$ cat src/common/blank_pkg.sv
// constants, encodings and types shared by the status, configuration and blanking timer logic
package blank_pkg;

    // ----------------------------------------------------------------
    // sizes and clock
    // ----------------------------------------------------------------
    localparam int NUM_CH      = 4;
    localparam int CLOCK_MHZ   = 25;
    localparam int FRAME_BITS  = 16;
    localparam int STEP_US     = 1000;
    localparam int WDOG_US     = 50000;
    localparam int STEP_CYCLES = STEP_US * CLOCK_MHZ;
    localparam int WDOG_CYCLES = WDOG_US * CLOCK_MHZ;

    // ----------------------------------------------------------------
    // register offsets
    // ----------------------------------------------------------------
    localparam logic [5:0] ADDR_TIMER_LO       = 6'h08;
    localparam logic [5:0] ADDR_TIMER_HI       = 6'h09;
    localparam logic [5:0] ADDR_LATCH_STATUS   = 6'h32;
    localparam logic [5:0] ADDR_GENERIC_STATUS = 6'h34;
    localparam logic [5:0] ADDR_CONFIGURATION  = 6'h3F;

    // ----------------------------------------------------------------
    // field positions and reset values
    // ----------------------------------------------------------------
    localparam int GS_UV_BIT        = 7;
    localparam int GS_RST_BIT       = 6;
    localparam int GS_FRAME_ERR_BIT = 5;
    localparam int CFG_MASK_LSB     = 1;
    localparam int CFG_WDOG_BIT     = 0;
    localparam int CFG_USED_BITS    = 5;

    localparam logic [4:0] CONFIG_RESET     = 5'h00;
    localparam logic       RST_FLAG_RESET   = 1'b1;
    localparam logic [3:0] TIMER_CTRL_RESET = 4'hF;
    localparam logic [3:0] TIMER_LOW_FILL   = 4'hF;
    localparam logic [7:0] READ_ZERO        = 8'h00;

    // ----------------------------------------------------------------
    // commands and states
    // ----------------------------------------------------------------
    typedef enum logic [1:0] {
        OP_READ       = 2'h0,
        OP_WRITE      = 2'h1,
        OP_READ_CLEAR = 2'h3
    } cmd_op_t;

    typedef enum logic [1:0] {
        T_IDLE    = 2'h0,
        T_RUN     = 2'h1,
        T_LATCHED = 2'h3
    } timer_state_t;

endpackage

$ cat src/common/blank_if.sv
// signals between the register bank and the per-channel blanking timers
`timescale 1ns/10ps
`default_nettype none
interface blank_if;
    import blank_pkg::*;
    logic [NUM_CH-1:0]   wr;
    logic [NUM_CH*4-1:0] wr_nib;
    logic                sw_clear;
    logic                fail_safe;
    logic [NUM_CH-1:0]   fault;
    logic [NUM_CH-1:0]   chan_on;
    logic [NUM_CH*4-1:0] count_nib;
    logic [NUM_CH-1:0]   latched;

    modport bank (output wr, wr_nib, sw_clear, fail_safe, fault, chan_on,
                  input count_nib, latched);
    modport chan (input wr, wr_nib, sw_clear, fail_safe, fault, chan_on,
                  output count_nib, latched);
endinterface
`default_nettype wire

$ cat src/rtl/status_config_blanking_timer.sv
// generic status, configuration and blanking timer register bank
//
// Summary of operation
// undervoltage flag at status bit 7 follows the supply comparator in real time
// undervoltage high also raises the global error flag
// chip-reset flag at bit 6 is set after hardware or software reset
// chip-reset flag clears only on read-and-clear of the generic status register
// frame end with bad clock count, bad bus state or stuck data sets bit 5
// frame error flag stays set until read-and-clear of generic status
// reserved status and configuration bits read zero and ignore writes
// a set mask bit removes that channel's drain feedback from global status
// host toggles the watchdog bit in time; device stays in normal mode
// missed watchdog toggle drives the device into fail-safe
// each channel auto-restarts during its own blanking window
// window used up with fault still present latches channel off, sets flag
// any latch-off flag raises the global error flag
// fault gone early freezes the timer and keeps the remaining time
// only a rewrite of the timer control register, or a software reset to the reset window, restores the full window
// host may refresh the window repeatedly to stay in auto-restart forever
// programmed nibble forms counter upper bits, lower bits are all ones
// counter drops one step per step period, at least one per event
// programmed zero latches off on the first event
// any timer control write clears the latch-off flag and resets the timer
`timescale 1ns/10ps
`default_nettype none
module status_config_blanking_timer
    import blank_pkg::*;
#(
    parameter int STEP_CYCLES = blank_pkg::STEP_CYCLES,
    parameter int WDOG_CYCLES = blank_pkg::WDOG_CYCLES
) (
    // clock and reset
    input  wire logic              clock,
    input  wire logic              resetn,
    // decoded register commands from the frame logic
    input  wire logic              cmd_valid,
    input  wire cmd_op_t           cmd_op,
    input  wire logic [5:0]        cmd_addr,
    input  wire logic [7:0]        cmd_wdata,
    input  wire logic              sw_reset,
    output logic [7:0]             rdata,
    output logic                   rdata_valid,
    // serial link pins, watched for frame errors
    input  wire logic              spi_sck,
    input  wire logic              spi_csn,
    input  wire logic              spi_sdi,
    // analog and power stage
    input  wire logic              supply_below_threshold,
    input  wire logic [NUM_CH-1:0] fault_active,
    input  wire logic [NUM_CH-1:0] drain_feedback,
    input  wire logic [NUM_CH-1:0] chan_on,
    // status out
    output logic                   supply_undervoltage_flag,
    output logic                   global_error_flag,
    output logic [NUM_CH-1:0]      latch_off_status,
    output logic [NUM_CH-1:0]      masked_feedback,
    output logic                   fail_safe
);
    // ----------------------------------------------------------------
    // state
    // ----------------------------------------------------------------
    localparam int SYW = 4 + 2 * NUM_CH;
    localparam int WW  = $clog2(WDOG_CYCLES + 1);
    localparam logic [WW-1:0] WD_LAST    = WW'(WDOG_CYCLES - 1);
    localparam logic [4:0]    BITS_OK    = 5'(FRAME_BITS);
    localparam logic [4:0]    BITS_SAT   = 5'h1F;

    typedef struct packed {
        logic [SYW-1:0]    sync1;
        logic [SYW-1:0]    sync2;
        logic              sck_d;
        logic              csn_d;
        logic [4:0]        bits;
        logic              seen0;
        logic              seen1;
        logic              bad_idle;
        logic [4:0]        cfg;
        logic              rst_flag;
        logic              frame_err;
        logic [WW-1:0]     wd_cnt;
        logic              fail_safe;
        logic [7:0]        rdata;
        logic              rdata_valid;
        logic              global_error;
        logic [NUM_CH-1:0] masked_fb;
        logic [NUM_CH-1:0] latch_status;
    } bank_t;

    bank_t s_reg;
    bank_t s_next;

    blank_if bus ();

    // ----------------------------------------------------------------
    // synchronised pin view
    // ----------------------------------------------------------------
    logic              uv_s;
    logic              csn_s;
    logic              sck_s;
    logic              sdi_s;
    logic [NUM_CH-1:0] fault_s;
    logic [NUM_CH-1:0] fb_s;

    assign {uv_s, csn_s, sck_s, sdi_s, fault_s, fb_s} = s_reg.sync2;

    // ----------------------------------------------------------------
    // command decode
    // ----------------------------------------------------------------
    logic is_write;
    logic is_rdclr;
    logic gs_clear;
    logic wr_lo;
    logic wr_hi;
    logic cfg_wr;
    logic [7:0] status_byte;
    logic [7:0] read_byte;

    assign is_write = cmd_valid && (cmd_op == OP_WRITE);
    assign is_rdclr = cmd_valid && (cmd_op == OP_READ_CLEAR);
    assign gs_clear = is_rdclr && (cmd_addr == ADDR_GENERIC_STATUS);
    assign wr_lo    = is_write && (cmd_addr == ADDR_TIMER_LO);
    assign wr_hi    = is_write && (cmd_addr == ADDR_TIMER_HI);
    assign cfg_wr   = is_write && (cmd_addr == ADDR_CONFIGURATION);

    always_comb begin
        status_byte                   = READ_ZERO;
        status_byte[GS_UV_BIT]        = uv_s;
        status_byte[GS_RST_BIT]       = s_reg.rst_flag;
        status_byte[GS_FRAME_ERR_BIT] = s_reg.frame_err;
    end

    always_comb begin
        case (cmd_addr)
            ADDR_TIMER_LO:       read_byte = bus.count_nib[7:0];
            ADDR_TIMER_HI:       read_byte = bus.count_nib[15:8];
            ADDR_LATCH_STATUS:   read_byte = {4'h0, bus.latched};
            ADDR_GENERIC_STATUS: read_byte = status_byte;
            ADDR_CONFIGURATION:  read_byte = {3'h0, s_reg.cfg};
            default:             read_byte = READ_ZERO;
        endcase
    end

    // ----------------------------------------------------------------
    // timer channel hookup
    // ----------------------------------------------------------------
    assign bus.wr        = {wr_hi, wr_hi, wr_lo, wr_lo};
    assign bus.wr_nib    = {cmd_wdata, cmd_wdata};
    assign bus.sw_clear  = sw_reset;
    assign bus.fail_safe = s_reg.fail_safe;
    assign bus.fault     = fault_s;
    assign bus.chan_on   = chan_on;

    genvar gi;
    generate
        for (gi = 0; gi < NUM_CH; gi++) begin : g_ch
            blank_timer #(
                .CH          (gi),
                .STEP_CYCLES (STEP_CYCLES)
            ) u_timer (
                .clock  (clock),
                .resetn (resetn),
                .bus    (bus.chan)
            );
        end
    endgenerate

    // ----------------------------------------------------------------
    // next state
    // ----------------------------------------------------------------
    logic sck_rise;
    logic csn_fall;
    logic csn_rise;
    logic frame_bad;
    logic wd_toggled;
    logic [NUM_CH-1:0] fb_next;

    assign sck_rise   = sck_s && !s_reg.sck_d;
    assign csn_fall   = !csn_s && s_reg.csn_d;
    assign csn_rise   = csn_s && !s_reg.csn_d;
    assign frame_bad  = (s_reg.bits != BITS_OK) || !s_reg.seen0 || !s_reg.seen1
                        || s_reg.bad_idle;
    assign wd_toggled = cfg_wr && (cmd_wdata[CFG_WDOG_BIT] != s_reg.cfg[CFG_WDOG_BIT]);
    assign fb_next    = fb_s & ~s_reg.cfg[CFG_MASK_LSB +: NUM_CH];

    always_comb begin
        s_next       = s_reg;
        s_next.sync1 = {supply_below_threshold, spi_csn, spi_sck, spi_sdi,
                        fault_active, drain_feedback};
        s_next.sync2 = s_reg.sync1;
        s_next.sck_d = sck_s;
        s_next.csn_d = csn_s;

        // frame watch; clock high at select marks the frame bad
        if (csn_fall) begin
            s_next.bits     = 5'h00;
            s_next.seen0    = 1'b0;
            s_next.seen1    = 1'b0;
            s_next.bad_idle = sck_s;
        end else if (!csn_s && sck_rise) begin
            if (s_reg.bits != BITS_SAT) begin
                s_next.bits = s_reg.bits + 5'h01;
            end
            if (sdi_s) begin
                s_next.seen1 = 1'b1;
            end else begin
                s_next.seen0 = 1'b1;
            end
        end

        // set wins over read-and-clear for both sticky flags
        if (gs_clear) begin
            s_next.rst_flag  = 1'b0;
            s_next.frame_err = 1'b0;
        end
        if (sw_reset) begin
            s_next.rst_flag = 1'b1;
        end
        if (csn_rise && frame_bad) begin
            s_next.frame_err = 1'b1;
        end

        if (cfg_wr) begin
            s_next.cfg = cmd_wdata[CFG_USED_BITS-1:0];
        end
        if (sw_reset) begin
            s_next.cfg = CONFIG_RESET;
        end

        // watchdog: fail-safe left again on the next toggle
        if (wd_toggled || sw_reset) begin
            s_next.wd_cnt    = '0;
            s_next.fail_safe = 1'b0;
        end else if (s_reg.wd_cnt == WD_LAST) begin
            s_next.fail_safe = 1'b1;
        end else begin
            s_next.wd_cnt = s_reg.wd_cnt + WW'(1);
        end

        s_next.rdata_valid = cmd_valid;
        if (cmd_valid) begin
            s_next.rdata = read_byte;
        end

        s_next.masked_fb    = fb_next;
        s_next.latch_status = bus.latched;
        s_next.global_error = uv_s || (|bus.latched) || (|fb_next);
    end

    always_ff @(posedge clock or negedge resetn) begin
        if (!resetn) begin
            s_reg          <= '0;
            s_reg.sync1    <= {4'h5, {(2 * NUM_CH){1'b0}}};
            s_reg.sync2    <= {4'h5, {(2 * NUM_CH){1'b0}}};
            s_reg.csn_d    <= 1'b1;
            s_reg.cfg      <= CONFIG_RESET;
            s_reg.rst_flag <= RST_FLAG_RESET;
        end else begin
            s_reg <= s_next;
        end
    end

    assign rdata                    = s_reg.rdata;
    assign rdata_valid              = s_reg.rdata_valid;
    assign supply_undervoltage_flag = uv_s;
    assign global_error_flag        = s_reg.global_error;
    assign latch_off_status         = s_reg.latch_status;
    assign masked_feedback          = s_reg.masked_fb;
    assign fail_safe                = s_reg.fail_safe;
endmodule
`default_nettype wire

$ cat src/rtl/blank_timer.sv
// one channel's blanking window timer with latch-off
`timescale 1ns/10ps
`default_nettype none
module blank_timer
    import blank_pkg::*;
#(
    parameter int CH          = 0,
    parameter int STEP_CYCLES = blank_pkg::STEP_CYCLES
) (
    // clock and reset
    input  wire logic clock,
    input  wire logic resetn,
    // link to register bank
    blank_if.chan     bus
);
    localparam int SW = $clog2(STEP_CYCLES + 1);
    localparam logic [SW-1:0] STEP_LAST = SW'(STEP_CYCLES - 1);

    typedef struct packed {
        timer_state_t  st;
        logic [7:0]    count;
        logic          zero_prog;
        logic [SW-1:0] sub;
    } tstate_t;

    tstate_t s_reg;
    tstate_t s_next;

    logic       fault_eff;
    logic [3:0] nib;

    // limp home: no counting and no latch while in fail-safe
    assign fault_eff = bus.fault[CH] && bus.chan_on[CH] && !bus.fail_safe;
    assign nib       = bus.wr_nib[CH*4 +: 4];

    always_comb begin
        s_next = s_reg;
        if (bus.wr[CH]) begin
            s_next.count     = {nib, TIMER_LOW_FILL};
            s_next.zero_prog = (nib == 4'h0);
            s_next.st        = T_IDLE;
            s_next.sub       = '0;
        end else if (bus.sw_clear) begin
            s_next.count     = {TIMER_CTRL_RESET, TIMER_LOW_FILL};
            s_next.zero_prog = (TIMER_CTRL_RESET == 4'h0);
            s_next.st        = T_IDLE;
            s_next.sub       = '0;
        end else begin
            case (s_reg.st)
                T_IDLE: begin
                    if (fault_eff) begin
                        if (s_reg.zero_prog || s_reg.count == 8'h00) begin
                            s_next.st = T_LATCHED;
                        end else begin
                            // a short event still costs one whole step
                            s_next.count = s_reg.count - 8'h01;
                            s_next.sub   = '0;
                            s_next.st    = T_RUN;
                        end
                    end
                end
                T_RUN: begin
                    if (!fault_eff) begin
                        s_next.st = T_IDLE;
                    end else if (s_reg.sub == STEP_LAST) begin
                        s_next.sub = '0;
                        if (s_reg.count == 8'h00) begin
                            s_next.st = T_LATCHED;
                        end else begin
                            s_next.count = s_reg.count - 8'h01;
                        end
                    end else begin
                        s_next.sub = s_reg.sub + SW'(1);
                    end
                end
                T_LATCHED: begin
                    s_next.st = T_LATCHED;
                end
                default: begin
                    s_next.st = T_IDLE;
                end
            endcase
        end
    end

    always_ff @(posedge clock or negedge resetn) begin
        if (!resetn) begin
            s_reg <= '{st: T_IDLE, count: {TIMER_CTRL_RESET, TIMER_LOW_FILL},
                       zero_prog: 1'b0, sub: '0};
        end else begin
            s_reg <= s_next;
        end
    end

    assign bus.count_nib[CH*4 +: 4] = s_reg.count[7:4];
    assign bus.latched[CH]          = (s_reg.st == T_LATCHED);
endmodule
`default_nettype wire

$ cat config.mk
export PLATFORM = sky130hd
export DESIGN_NAME = status_config_blanking_timer
export DESIGN_NICKNAME = d
export VERILOG_FILES = /design/src/common/blank_pkg.sv /design/src/common/blank_if.sv /design/src/rtl/status_config_blanking_timer.sv /design/src/rtl/blank_timer.sv
export SDC_FILE = /design/constraint.sdc
export NUM_CORES = 1
export LEC_CHECK = 0
export BUFFER_PORTS_ARGS = -buffer_cell sky130_fd_sc_hd__buf_2
export CAP_MARGIN = 20
export CORE_UTILIZATION = 55
export CTS_BUF_LIST = sky130_fd_sc_hd__clkbuf_8
export DETAILED_ROUTE_END_ITERATION = 10
export GPL_TIMING_DRIVEN = 0
export HOLD_SLACK_MARGIN = 0.1
export PLACE_DENSITY = 0.73
export SETUP_SLACK_MARGIN = 0.15
export SYNTH_ARGS = -nofsm -noshare
export SYNTH_HDL_FRONTEND = slang
export SYNTH_SLANG_ARGS = --single-unit
$ cat constraint.sdc
create_clock -name clock -period 3.84 [get_ports clock]
set_clock_uncertainty 0.1 [all_clocks]
set_input_delay 0.96 -clock clock [delete_from_list [all_inputs] [get_ports clock]]
set_output_delay 0.96 -clock clock [all_outputs]
set_load 0.02 [all_outputs]
---- Word-level counts from Yosys, hierarchy flattened ----
Cells that the tools add are included.
word-level totals
  register bits ........................... 185
  input bits .............................. 36
cells by class
  $add $sub $neg .......................... 10
  eq/ne operators ......................... 53
  mux-type cells .......................... 87
  bitwise operators ....................... 2
  reductions and logical operators ........ 76
operator list
  kind                                                                     number
  15-bit two-way mux                                                       20
  10-bit two-way mux                                                       12
  15-bit one-hot mux with 2 select lines                                   4
  26-bit two-way mux                                                       4
  8-bit two-way mux                                                        12
  8-bit one-hot mux with 2 select lines                                    4
  15-bit by 1-bit adder with 15-bit output, second input constant          4
  15-bit equality test, second input constant                              4
  5-bit inequality test, second input constant                             10
  4-bit by 3-bit inequality test with 1-bit output, second input constant  12
  8-bit one-hot mux with 5 select lines                                    1
  8-bit logical NOT                                                        4
  4-bit inequality test, second input constant                             8
  8-bit by 1-bit subtractor with 8-bit output, second input constant       4
  2-bit two-way mux                                                        13
  2-bit one-hot mux with 3 select lines                                    4
  6-bit AND reduction                                                      4
  22-bit two-way mux                                                       1
  21-bit by 1-bit adder with 21-bit output, second input constant          1
  21-bit equality test, second input constant                              1
  21-bit two-way mux                                                       1
  1-bit logical AND                                                        20
  6-bit equality test, second input constant                               3
  2-bit nonzero test                                                       9
  21 further kinds                                                         68

---- Longest topological paths before layout ----
Gate-level depths: netlist of the first run.
  word-level depth ........................ 7
  mapped depth ............................ 9
  gate-level depth less buffers ........... 7

---- Worst setup path before layout of the first run ----
No wires, ideal clock.
  kind .................................... input port to flip-flop
  start point ............................. input cmd_valid
  end point ............................... register g_ch[1].u_timer.s_reg[10] (netlist name)
  arrival time ............................ 2,557 ps
  data required time ...................... 3,660 ps
  setup slack ............................. 1,103 ps
  stages on the path ...................... 8
  buffers on the path ..................... 3
  cell sequence ........................... buf_2 > and3b_1 > buf_2 > a31oi_1 > and2_1 > clkbuf_1 > or4_1 > a21oi_1
on the way
  word-level cells in the longest chain between the ends .. 4
  elaborated cells between the ends (all ways) .. 8
RTL lines
  item                                                                                      RTL line                             source
  start: declaration                                                                        status_config_blanking_timer.sv:36   input wire logic cmd_valid,
  1-bit logical AND (*)                                                                     status_config_blanking_timer.sv:118  assign is_write = cmd_valid && (cmd_op == OP_WRITE);
  1-bit logical AND (*)                                                                     status_config_blanking_timer.sv:121  assign wr_lo = is_write && (cmd_addr == ADDR_TIMER_LO);
  4-bit by 3-bit inequality test with 1-bit output (no line), or another cell as far along  --
  4-bit AND reduction (no line)                                                             --
  end signal: assignment                                                                    blank_timer.sv:88                    s_reg <= '{st: T_IDLE, count: {TIMER_CTRL_RESET, TIMER_LOW_FILL},
  end signal: assignment                                                                    blank_timer.sv:91                    s_reg <= s_next;
  end: declaration                                                                          blank_timer.sv:26                    tstate_t s_reg;
Mark *: on every way between the ends. The rest lies on a longest branch, timed or not.
A chain may end at the register's enable or synchronous reset.

---- Final worst setup path of the first run ----
  start point ............................. input cmd_valid
  end point ............................... register g_ch[3].u_timer.s_reg[17] (netlist name)
on the way
  word-level cells in the longest chain between the ends .. 4
  elaborated cells between the ends (all ways) .. 10
RTL lines
  item                                                                                      RTL line                             source
  1-bit logical AND (*)                                                                     status_config_blanking_timer.sv:118
  1-bit logical AND (*)                                                                     status_config_blanking_timer.sv:122  assign wr_hi = is_write && (cmd_addr == ADDR_TIMER_HI);
  4-bit by 3-bit inequality test with 1-bit output (no line), or another cell as far along  --
  6-bit AND reduction (no line)                                                             --
  end signal: assignment                                                                    blank_timer.sv:88
  end signal: assignment                                                                    blank_timer.sv:91
  end: declaration                                                                          blank_timer.sv:26
Marks and branches as above.

==> out/metrics.yaml, run 1 <==
route:
  wl_per_cell_um: 17.1
  vias: 7629
  post-route-drc-count: 0
  post_drt_via_cell_ratio: 5.99
  antenna_left: 0
  first_pass_iters: 5
  drt_iter0_drc: 640
  totalWireLength_um: 21700
clock_tree:
  cts_buffers: 17
  cts_tree: "built"
  cts.path.max_buffers: 2
  cts.repair.resized: 0
  htree_levels: 4
  post_cts_buffers: 0
  cts_hold_buffers: 0
  clockRootBuffer: "clkbuf_8"
  clkTransAtPathRegs_ns: 0.10
  clk_latency_ns: 0.48
  clock-sinks: 185
outcome:
  outcome: "completed"
grt:
  grt_pass1_wl_um: 36500
  busiest_layer: "met2"
  grt_pass1_vias: 7333
  use_met1_pct: 35.5
  grt_usage_pct: 25.9
  grt_max_degree: 105
  grt.overflow.total: 0
  use_met2_pct: 41.5
  grt_antenna_before_repair: 0
  met3_usage_pct: 4.76
synth:
  syn_inst: 967
  synth_enable_flop_cells: 0
  synthArstFlopShare_pct: 100
  synthesis.area_mm2: 0.00952
  yosysWarningCount: 0
  yosysSeqAreaShare_pct: 49.1
  synth_fp_nets: 1019
  yosysUniqueCellTypes: 83
  synth_seq_cells: 185
  synth-main-ff-cell: "dfrtp_1"
  syn_area_per_cell_um2: 9.85
worst_setup_path:
  crit_required_ns: 4.11
  path_max_fanout: 10
  path_depth: 8
  crit_type: "input port to flip-flop"
  crit_buf_inv: 5
  path_delay_family: "buffers and inverters"
  start_kind: "input port"
  crit_path_cell_trace: "buf_2 > buf_2 > and3b_1 > buf_2 > a31oi_1 > clkbuf_1 > clkbuf_1 > o211ai_1"
  slowest_stage: "clkbuf_1"
  slowest_delay_ns: 0.52
  crit_path_start: "cmd_valid"
  reg2reg_from: "g_ch[1].u_timer.s_reg[16]"
  reg2reg_depth: 9
  worst_setup_path_end_kind: "flip-flop"
  critPathArrivalTime_ns: 3.27
  crit_path_frequent_cell: "buf_2"
sta:
  finalHoldViolCount: 0
  hold_ws_ns: 0.259
  fmax_mhz: 333
  setup_viol: 0
  final.period_utilization_pct: 78.2
  relSlewSlack_pct: 46.3
  tightest_slew_ns: 0.798
  finalCriticalPeriod_ns: 3.00
  rsz0062_at_grt: "no"
  slew_viol_final: 0
  final.setup.tns_ns: 0
placement:
  dp.cells: 1242
  placed_cell_area_mm2: 0.0101
  gp_congestion: 0.868
  hpwl_um: 15200
  io_buffers: 54
cells_and_area:
  area_growth_pct: 10.1
  antenna_cells: 0
  largest_register_ffs: 88
  num-nets-final: 1093
  drive_above_1_share_pct: 16.6
  stdcell_area_mm2: 0.0105
  stdcell_count: 1274
power_and_ir_drop:
  p_leak_nw: 4.27
  p_int_mw: 2.58
  sequentialPowerShare_pct: 56.5
  p_clk_share_pct: 35.7
  power_switching_mw: 1.01
  pwr-share-comb_pct: 7.9
  netSwitchingFraction_pct: 28.1
  ir_drop_uv: 277
  cellPowerDensity_mw_per_mm2: 343
worst_hold_path:
  worstHoldStart: "s_next[66]"
  hold_path_depth: 0
  hp-class: "flip-flop to flip-flop"
floorplan:
  die_w_um: 134
  io_pins: 56
  core_area_mm2: 0.0168
  fp.dieH_um: 134
  initial_core_util_pct: 56.8
  row_count: 47
  die_area_mm2: 0.0178
run:
  maxCapViolCount: 0
==> worst register-to-register path: stages (launching register included) <==
cell and delay (ns):
dfstp_2 0.54, inv_1 0.07, ha_1 0.21, nor4b_1 0.15, a211o_1 0.29, buf_2 0.18
and2_1 0.17, clkbuf_1 0.19, or4_1 0.53, a21oi_1 0.15
==> placed cells by master, fill, tap and decap left out, types with 9 or more instances in the layout <==
cell / count
dfrtp_1: 147
nor2_1: 106
a21oi_1: 78
nand2_1: 67
buf_2: 58
o21ai_0: 43
dfstp_2: 38
nand3_1: 34
inv_1: 29
clkbuf_1: 27
nand4_1: 27
xnor2_1: 27
xor2_1: 25
or3_1: 22
nor4_1: 18
clkbuf_8: 18
nor3_1: 17
ha_1: 16
buf_4: 16
nor2b_1: 12
and2_1: 12
and3_1: 11
a211oi_1: 11
nand2b_1: 10
or4_1: 10
o31ai_1: 9
==> per-stage QoR <==
stage / utilization (%) / total power, mW / setup slack [ns]
final: 62.5 / 3.59 / 0.838
after global routing: 62.5 / 3.72 / 0.694
after CTS: 62.5 / 3.62 / 0.825
after global placement: 60.1 / 2.33 / -1.24
after detailed placement: 60.3 / 2.35 / 0.339
after floorplan: - / 2.21 / 1.10
==> power by group through the flow <==
| stage | clock [mW] | sequential, mW | combinational (mW) |
|---|---|---|---|
| 6_report | 1.28 | 2.03 | 0.283 |
| 2_1_floorplan | 0 | 2.06 | 0.155 |
| 3_3_place_gp | 0 | 2.06 | 0.271 |
| 3_5_place_dp | 0 | 2.06 | 0.284 |
| 4_1_cts | 1.31 | 2.03 | 0.285 |
| 5_1_grt | 1.37 | 2.03 | 0.315 |
==> layout make-up <==
| cell class | count | area, µm² |
|---|---|---|
| fillers | 1445 | 6280 |
| flip-flops and latches | 185 | 4680 |
| multi-input cells | 703 | 4470 |
| repair buffers | 55 | 308 |
| well taps | 220 | 275 |
| plain buffers | 51 | 265 |
| clock buffers | 18 | 248 |
| clock inverters | 14 | 128 |
| inverters | 28 | 105 |
==> per-layer routing <==
layer	part of all wire, %	vias up
met5	0	-
met4	1.8	0
li1	-	3685
met3	4.5	30
met1	46	3744
met2	48	170
==> synth_stat cells, types with 5 or more instances <==
cell / count / area, µm²
dfrtp_1: 147 / 3680
nor2_1: 106 / 398
a21oi_1: 78 / 390
nand2_1: 67 / 251
o21ai_0: 43 / 215
dfstp_2: 38 / 998
nand3_1: 34 / 170
inv_1: 28 / 105
clkbuf_1: 27 / 101
nand4_1: 27 / 169
xnor2_1: 27 / 236
xor2_1: 25 / 219
or3_1: 22 / 138
nor4_1: 18 / 113
nor3_1: 17 / 85.1
buf_4: 16 / 120
ha_1: 16 / 200
and2_1: 12 / 75.1
nor2b_1: 12 / 75.1
a211oi_1: 11 / 82.6
and3_1: 11 / 68.8
nand2b_1: 10 / 62.6
or4_1: 10 / 75.1
o31ai_1: 9 / 67.6
mux2i_1: 8 / 80.1
a22o_1: 7 / 61.3
a31oi_1: 7 / 43.8
nor3b_1: 7 / 52.6
nor4b_1: 7 / 61.3
and4_1: 6 / 52.6
nand3b_1: 6 / 45.0
o211ai_1: 6 / 45.0
buf_2: 5 / 25.0
nand4b_1: 5 / 43.8
o2111ai_1: 5 / 43.8
o2bb2ai_1: 5 / 43.8
==> cells by family after synthesis <==
| family | count (synthesis) | share of synthesized area [%] |
|---|---|---|
| AND/OR/NAND/NOR | 410 | 24.3 |
| AO/OA/AOI/OAI | 215 | 14.7 |
| flip-flops | 185 | 49.1 |
| buffers and inverters | 79 | 3.89 |
| XOR/XNOR | 52 | 4.78 |
| adder cells (fa/ha/maj) | 16 | 2.10 |
| multiplexers | 10 | 1.08 |
==> path summary, 6_finish.rpt <==
path	endpoint	slack, ns
worst max-delay path	g_ch[3].u_timer.s_reg[17]	0.84
worst min-delay path	s_next[56]	0.26
worst max register to register	g_ch[1].u_timer.s_reg[10]	1.18
worst min register to register	s_next[56]	0.26
max in group asynchronous	g_ch[3].u_timer.s_reg[16]	2.34
min in group asynchronous	g_ch[1].u_timer.s_reg[3]	0.41
Power figures use the tool's default switching activity.
==> run 2: changes to the inputs <==
--- a/config.mk
+++ b/config.mk
@@ -5,6 +5,7 @@
 export SDC_FILE = /design/constraint.sdc
 export NUM_CORES = 1
 export LEC_CHECK = 0
+export ABC_AREA = 1
 export BUFFER_PORTS_ARGS = -buffer_cell sky130_fd_sc_hd__buf_2
 export CAP_MARGIN = 20
 export CORE_UTILIZATION = 55
==> constraint.sdc (replaced) <==
create_clock -name clock -period 3.1 [get_ports clock]
set_clock_uncertainty 0.1 [all_clocks]
set_input_delay 0.775 -clock clock [delete_from_list [all_inputs] [get_ports clock]]
set_output_delay 0.775 -clock clock [all_outputs]
set_load 0.02 [all_outputs]
==> run 2 against run 1 <==
  * Sequential share of layout area is 3.7 points lower
  * Combinational power grew to 3.2 times the previous value
  * Flip-flop and latch count stayed put
  * Die area is 9.3% higher
  * Utilization is 0.078 points higher
  * Total power is 52% higher
  * Non-clock buffer count is 9 lower
  * Final area is 9.1% higher
  * Clock power is 34% higher
  * Final cell count is 36% higher
  * Critical path depth stayed put
  * Synthesized area is 9.5% higher
  * Critical endpoint is now g_ch[1].u_timer.bus.count_nib[6]
  * Largest cell class is now multi-input gates
  * Highest routed layer unchanged
==> out/metrics.yaml, run 2 <==
power_and_ir_drop:
  p_int_mw: 3.80  # +47%
  sequentialPowerShare_pct: 52.1  # -4.4 points
  ir_drop_uv: 280  # +1.3%
  power_switching_mw: 1.67  # +66%
  pwr-share-comb_pct: 16.5  # +8.6 points
  p_leak_nw: 5.30  # +24%
  p_clk_share_pct: 31.4  # -4.3 points
  netSwitchingFraction_pct: 30.5  # +2.5 points
  cellPowerDensity_mw_per_mm2: 478  # +39%
floorplan:
  initial_core_util_pct: 57.1  # +0.25 points
  fp.dieH_um: 140  # +4.6%
  io_pins: 56  # unchanged
  core_area_mm2: 0.0183  # +9.0%
  die_w_um: 140  # +4.6%
  die_area_mm2: 0.0195  # +9.3%
  row_count: 49  # +4.3%
route:
  wl_per_cell_um: 14.2  # -17%
  totalWireLength_um: 24700  # +14%
  vias: 9424  # +24%
  post_drt_via_cell_ratio: 5.43  # -9.3%
  antenna_left: 0  # unchanged
  first_pass_iters: 6  # +1
  post-route-drc-count: 0  # unchanged
  drt_iter0_drc: 607  # -5.2%
synth:
  yosys.area.top_type: "dfrtp_1"
  synth_enable_flop_cells: 0  # unchanged
  synth.most_common_cell: "nand2_1"
  synth_top_area_share_pct: 35.3  # -3.3 points
  synthArstFlopShare_pct: 100  # unchanged
  synthTopCellsByArea: "dfrtp_1 35%, nand2_1 12%, dfstp_2 9.6%, nor2_1 8.4%, nand3_1 8.0%"
  synthesis.area_mm2: 0.0104  # +9.5%
  yosysWarningCount: 0  # unchanged
  synth-main-ff-cell: "dfrtp_1"
  syn_inst: 1420  # +47%
  synth_fp_nets: 1472  # +44%
  syn_area_per_cell_um2: 7.34  # -25%
  netlist_top_cells_count: "339 x nand2_1, 232 x nor2_1, 166 x nand3_1, 149 x inv_1, 147 x dfrtp_1"
  yosysSeqAreaShare_pct: 44.9  # -4.3 points
  yosysUniqueCellTypes: 45  # -46%
  synth_seq_cells: 185  # unchanged
sta:
  finalHoldViolCount: 0  # unchanged
  postLayoutSetupSlackWorst_ns: 0.888  # +0.0508 ns
  fmax_mhz: 452
  tightest_slew_ns: 0.756  # -0.0421 ns
  final.period_utilization_pct: 71.3
  rsz0062_at_grt: "no"
  slew_viol_final: 0  # unchanged
  setup_viol: 0  # unchanged
  finalCriticalPeriod_ns: 2.21
  relSlewSlack_pct: 49.6  # +3.3 points
clock_tree:
  cts.path.max_buffers: 2  # unchanged
  cts.repair.resized: 0  # unchanged
  clock-sinks: 185  # unchanged
  clk_latency_ns: 0.47  # about the same
  clkTransAtPathRegs_ns: 0.10  # about the same
  cts_buffers: 17  # unchanged
  cts_tree: "built"
  clockRootBuffer: "clkbuf_8"
  cts_hold_buffers: 0  # unchanged
  post_cts_buffers: 0  # unchanged
  htree_levels: 4  # unchanged
grt:
  grt_max_degree: 125  # +19%
  grt_pass1_vias: 8822  # +20%
  met3_usage_pct: 4.85  # +0.096 points
  grt_antenna_before_repair: 0  # unchanged
  grt.overflow.total: 0  # unchanged
  use_met2_pct: 42.1  # +0.61 points
  busiest_layer: "met2"
  grt_usage_pct: 26.7  # +0.86 points
  use_met1_pct: 37.8  # +2.3 points
  grt_pass1_wl_um: 42100  # +15%
worst_setup_path:
  crit_required_ns: 3.39  # -0.72 ns
  crit_path_start: "fail_safe"
  reg2reg_from: "fail_safe"
  worst_setup_path_end_kind: "flip-flop"
  path_max_fanout: 10  # unchanged
  crit_type: "flip-flop to flip-flop"
  start_kind: "flip-flop"
  critPathArrivalTime_ns: 2.50  # -0.77 ns
worst_hold_path:
  hp-class: "input port to async pin"
cells_and_area:
  area_growth_pct: 9.72
  stdcell_count: 1736  # +36%
  num-nets-final: 1546  # +41%
  antenna_cells: 0  # unchanged
  layout_common_cells: "339 x nand2_1, 232 x nor2_1, 166 x nand3_1"
  largest_register_ffs: 88  # unchanged
  mostFrequentLayoutCell: "nand2_1"
  drive_above_1_share_pct: 12.3  # -4.3 points
  fin_util_pct: 62.6  # +0.078 points
placement:
  io_buffers: 54  # unchanged
  dp.cells: 1704  # +37%
  gp_congestion: 0.923  # +6.4%
  hpwl_um: 17800  # +17%
  post-place-ws_ns: 0.519  # +0.180 ns
run:
  maxCapViolCount: 0  # unchanged
outcome:
  outcome: "completed"
## run 2: changes by cell type in the layout (fill, tap and decap cells not counted), moves of 12 or more
cell      change
nand2_1     +272
nor2b_1      -12
o21ai_0      +19
xnor2_1      -23
nor2_1      +126
inv_1       +122
clkbuf_1     -20
nand3_1     +132
or3_1        -22
## run 2: worst paths after layout
| check | slack (ns) | endpoint | depth (start not counted) |
|---|---|---|---|
| min in group clock | 0.25 | s_next[56] | 0 |
| max in group asynchronous | 1.82 | g_ch[0].u_timer.s_reg[10] | 2 |
| min reg2reg | 0.25 | s_next[56] | 0 |
| min | 0.11 | s_reg[53] | 1 |
| max reg2reg | 0.89 | g_ch[1].u_timer.bus.count_nib[6] | 8 |
| max | 0.89 | g_ch[1].u_timer.bus.count_nib[6] | 8 |
## run 2: per-layer routing
| metal | part of all wire, % | routed length, µm | up-vias |
|---|---|---|---|
| met5 | 0 | 0 | - |
| li1 | - | - | 4762 |
| met1 | 47 | 11700 | 4393 |
| met4 | 1.7 | 425 | 0 |
| met2 | 45 | 11200 | 236 |
| met3 | 5.5 | 1350 | 33 |
## run 2: area by class of cell
| cell class | instances | area [µm²] |
|---|---|---|
| Buffer | 42 | 268 |
| Clock buffer | 18 | 248 |
| Clock inverter | 14 | 171 |
| Fill cell | 1642 | 6830 |
| Inverter | 154 | 581 |
| Multi-Input combinational cell | 1039 | 4900 |
| Sequential cell | 185 | 4680 |
| Tap cell | 229 | 287 |
| Timing Repair Buffer | 55 | 308 |
## run 2: worst max-delay path, stage by stage (launching register included)
cell,delay [ns]
dfrtp_1,0.38
inv_1,0.27
nand3_1,0.29
nor2_1,0.20
nand2_1,0.16
nand2_4,0.14
nand3_2,0.17
buf_2,0.24
o21ai_0,0.18
## run 2: cells by family (layout without fill, tap and decap cells)
| family | count (synthesis) | in the layout | synth area share [%] |
|---|---|---|---|
| buffers and inverters | 196 | 283 | 8.14 |
| DFF | 185 | 185 | 44.9 |
| AOI/OAI and AO/OA | 166 | 166 | 8.56 |
| adders and majority gates | 16 | 16 | 1.92 |
| xor gates and xnor gates | 21 | 21 | 1.76 |
| and+or+nand+nor | 836 | 836 | 34.7 |
## run 2: power groups by stage
| stage | registers [mW] | logic (mW) | clock network (mW) |
|---|---|---|---|
| CTS | 2.84 | 0.905 | 1.77 |
| finish | 2.85 | 0.904 | 1.72 |
| global route | 2.87 | 1.04 | 1.85 |
| detailed placement | 2.88 | 0.900 | 0 |
| global placement | 2.88 | 0.872 | 0 |
| floorplan | 2.83 | 0.652 | 0 |
## run 2: metrics by stage
step                      hold slack (ns)  area, µm²  TNS (ns)  total power, mW
after floorplan                     0.231      10400         0             3.48
after detailed placement            0.235      11000         0             3.79
after global routing                0.128      11400         0             5.77
final                               0.113      11400         0             5.47
after global placement              0.233      11000   -285.95             3.75
after CTS                           0.117      11400         0             5.52
==> run 3: changes to the inputs <==
==> constraint.sdc (replaced) <==
create_clock -name clock -period 2.3 [get_ports clock]
set_clock_uncertainty 0.1 [all_clocks]
set_input_delay 0.575 -clock clock [delete_from_list [all_inputs] [get_ports clock]]
set_output_delay 0.575 -clock clock [all_outputs]
set_load 0.02 [all_outputs]
==> run 3 against run 2 <==
  * Total power up 36%
  * Die area unchanged
  * Count of clock-buffer cells in the layout unchanged
  * Global-route usage up 0.18 points
  * Register-to-register slack worse by 0.61 ns
  * Utilization up 1.3 points
  * Clock power up 35%
  * Sequential share of layout area down 0.81 points
  * Critical path type unchanged
==> out/metrics.yaml, run 3 (synthesis gave the netlist of run 2 again) <==
sta:
  fmax_mhz: 494  # +9.3%
  tightest_slew_ns: 0.774  # +0.0181 ns
  final.period_utilization_pct: 88.0  # +17 points
  hold_ws_ns: 0.136  # +0.0224 ns
  relSlewSlack_pct: 48.4  # -1.2 points
  slew_viol_final: 0  # unchanged
  postLayoutSetupSlackWorst_ns: 0.277  # -0.611 ns
  finalCriticalPeriod_ns: 2.02  # -0.189 ns
  setup_viol: 0  # unchanged
  final.setup.tns_ns: 0  # unchanged
  finalHoldViolCount: 0  # unchanged
  rsz0062_at_grt: "no"
grt:
  grt_pass1_wl_um: 42400  # +0.66%
  grt.overflow.total: 0  # unchanged
  grt_pass1_vias: 8859  # +0.42%
  grt_usage_pct: 26.9  # +0.18 points
  grt_antenna_before_repair: 0  # unchanged
  grt_max_degree: 125  # unchanged
route:
  first_pass_iters: 5  # -1
  post-route-drc-count: 0  # unchanged
  vias: 9503  # +0.84%
  drt_iter0_drc: 591  # -2.6%
  antenna_left: 0  # unchanged
  wl_met3_um: 1430  # +6.4%
  totalWireLength_um: 25100  # +1.6%
  wl_per_cell_um: 14.3  # +0.48%
  met1_length_um: 11900  # +1.9%
  top_layer_used: "met4"
  wl_met2_um: 11300  # +1.4%
  post_drt_via_cell_ratio: 5.41  # -0.31%
worst_setup_path:
  reg2reg_depth: 10  # +2
  reg2reg_from: "g_ch[2].u_timer.s_reg[16]"
  start_kind: "flip-flop"
  critPathArrivalTime_ns: 2.32  # -0.18 ns
  crit_required_ns: 2.60  # -0.79 ns
  reg2reg_slack_ns: 0.28  # -0.61 ns
  worst_setup_path_end_kind: "flip-flop"
  r2r-end: "g_ch[2].u_timer.s_reg[14]"
  crit_type: "flip-flop to flip-flop"
  path_max_fanout: 10  # unchanged
placement:
  hpwl_um: 17800  # unchanged
  io_buffers: 54  # unchanged
  gp_congestion: 0.923  # unchanged
  placed_cell_area_mm2: 0.0110  # unchanged
  dp.cells: 1704  # unchanged
  post-place-ws_ns: -0.0809  # -0.600 ns
cells_and_area:
  antenna_cells: 0  # unchanged
  fin_util_pct: 63.9  # +1.3 points
  multiInputGateArea_mm2: 0.00494  # +0.92%
  seqCellArea_mm2: 0.00468  # unchanged
  drive_above_1_share_pct: 13.1  # +0.76 points
  stdcell_area_mm2: 0.0117  # +2.0%
  stdcell_count: 1756  # +1.2%
  mostFrequentLayoutCell: "nand2_1"
  largest_register_ffs: 88  # unchanged
  layout_common_cells: "338 x nand2_1, 231 x nor2_1, 165 x nand3_1"
  num-nets-final: 1566  # +1.3%
  fillers: 1628  # -0.85%
  area_growth_pct: 11.9
outcome:
  outcome: "completed"
floorplan:
  core_area_mm2: 0.0183  # unchanged
  initial_core_util_pct: 57.1  # unchanged
  die_area_mm2: 0.0195  # unchanged
  fp.dieH_um: 140  # unchanged
  io_pins: 56  # unchanged
  die_w_um: 140  # unchanged
  row_count: 49  # unchanged
clock_tree:
  cts_buffers: 17  # unchanged
  clk_latency_ns: 0.47  # about the same
  cts_tree: "built"
  clock-sinks: 185  # unchanged
  htree_levels: 4  # unchanged
  clockRootBuffer: "clkbuf_8"
  cts.path.max_buffers: 2  # unchanged
  clkTransAtPathRegs_ns: 0.09  # about the same
worst_hold_path:
  hold_end: "s_next[61]"
  worstHoldStart: "fault_active[0]"
  hold_path_depth: 1
  hp-class: "input port to flip-flop"
power_and_ir_drop:
  ir_drop_uv: 369  # +32%
  power_mw: 7.43  # +36%
  p_leak_nw: 5.39  # +1.8%
  cellPowerDensity_mw_per_mm2: 637  # +33%
run:
  maxCapViolCount: 0  # unchanged
-- run 3: cell count changes in the layout (fill, tap and decap cells not counted), moves of 2 or more --
cell	change
o21ai_1	+2
dlygate4sd3_1	+12
buf_2	-2
buf_4	+9
nand2_4	+2
o21ai_0	-3
-- run 3: how the worst max path moves through the flow --
| stage | from | end |
|---|---|---|
| after detailed placement | cmd_valid | s_reg[35] |
| after global placement | resetn | s_reg[31] |
| after global routing | g_ch[1].u_timer.s_reg[16] | g_ch[1].u_timer.bus.count_nib[4] |
| final | g_ch[2].u_timer.s_reg[16] | g_ch[2].u_timer.s_reg[14] |
| after floorplan | cmd_addr[4] | g_ch[0].u_timer.s_reg[6] |
| after CTS | fail_safe | g_ch[3].u_timer.s_reg[16] |
-- run 3: critical path, cell delays in order, from the launching register on --
cell     delay, ns
dfstp_2       0.55
inv_1         0.07
ha_1          0.22
nand2_1       0.06
o21ai_0       0.12
nand2_1       0.08
nand2_1       0.12
nand2_2       0.17
buf_2         0.26
nand4_1       0.12
nand2_1       0.09
-- run 3: cell type report --
| class | instances | area share, % |
|---|---|---|
| flip-flops and latches | 185 | 40.1 |
| clock inverters | 14 | 1.47 |
| well taps | 229 | 2.46 |
| multi-input cells | 1039 | 42.4 |
| clock buffers | 18 | 2.12 |
| repair buffers | 75 | 4.18 |
| plain buffers | 42 | 2.34 |
| inverters | 154 | 4.98 |
-- run 3: where the power goes --
group          internal [mW]  leakage (nW)  switching [mW]  total, mW
Sequential              3.59          2.37           0.246       3.84
Clock                   1.11         0.205            1.21       2.32
Combinational          0.451          2.82           0.816       1.27
-- run 3: timing repair --
action,CTS,global route
resized for setup,2,14
gates cloned,0,0
hold endpoints to repair,60,0
setup endpoints to repair,14,67
buffers inserted,0,8
pin swaps,0,4
hold buffers,12,0
-- run 3: metal layers --
layer,GRT usage [%],vias up
li1,-,4798
met1,38.0,4413
met2,42.4,263
met3,4.85,29
met4,7.63,0
met5,0,-
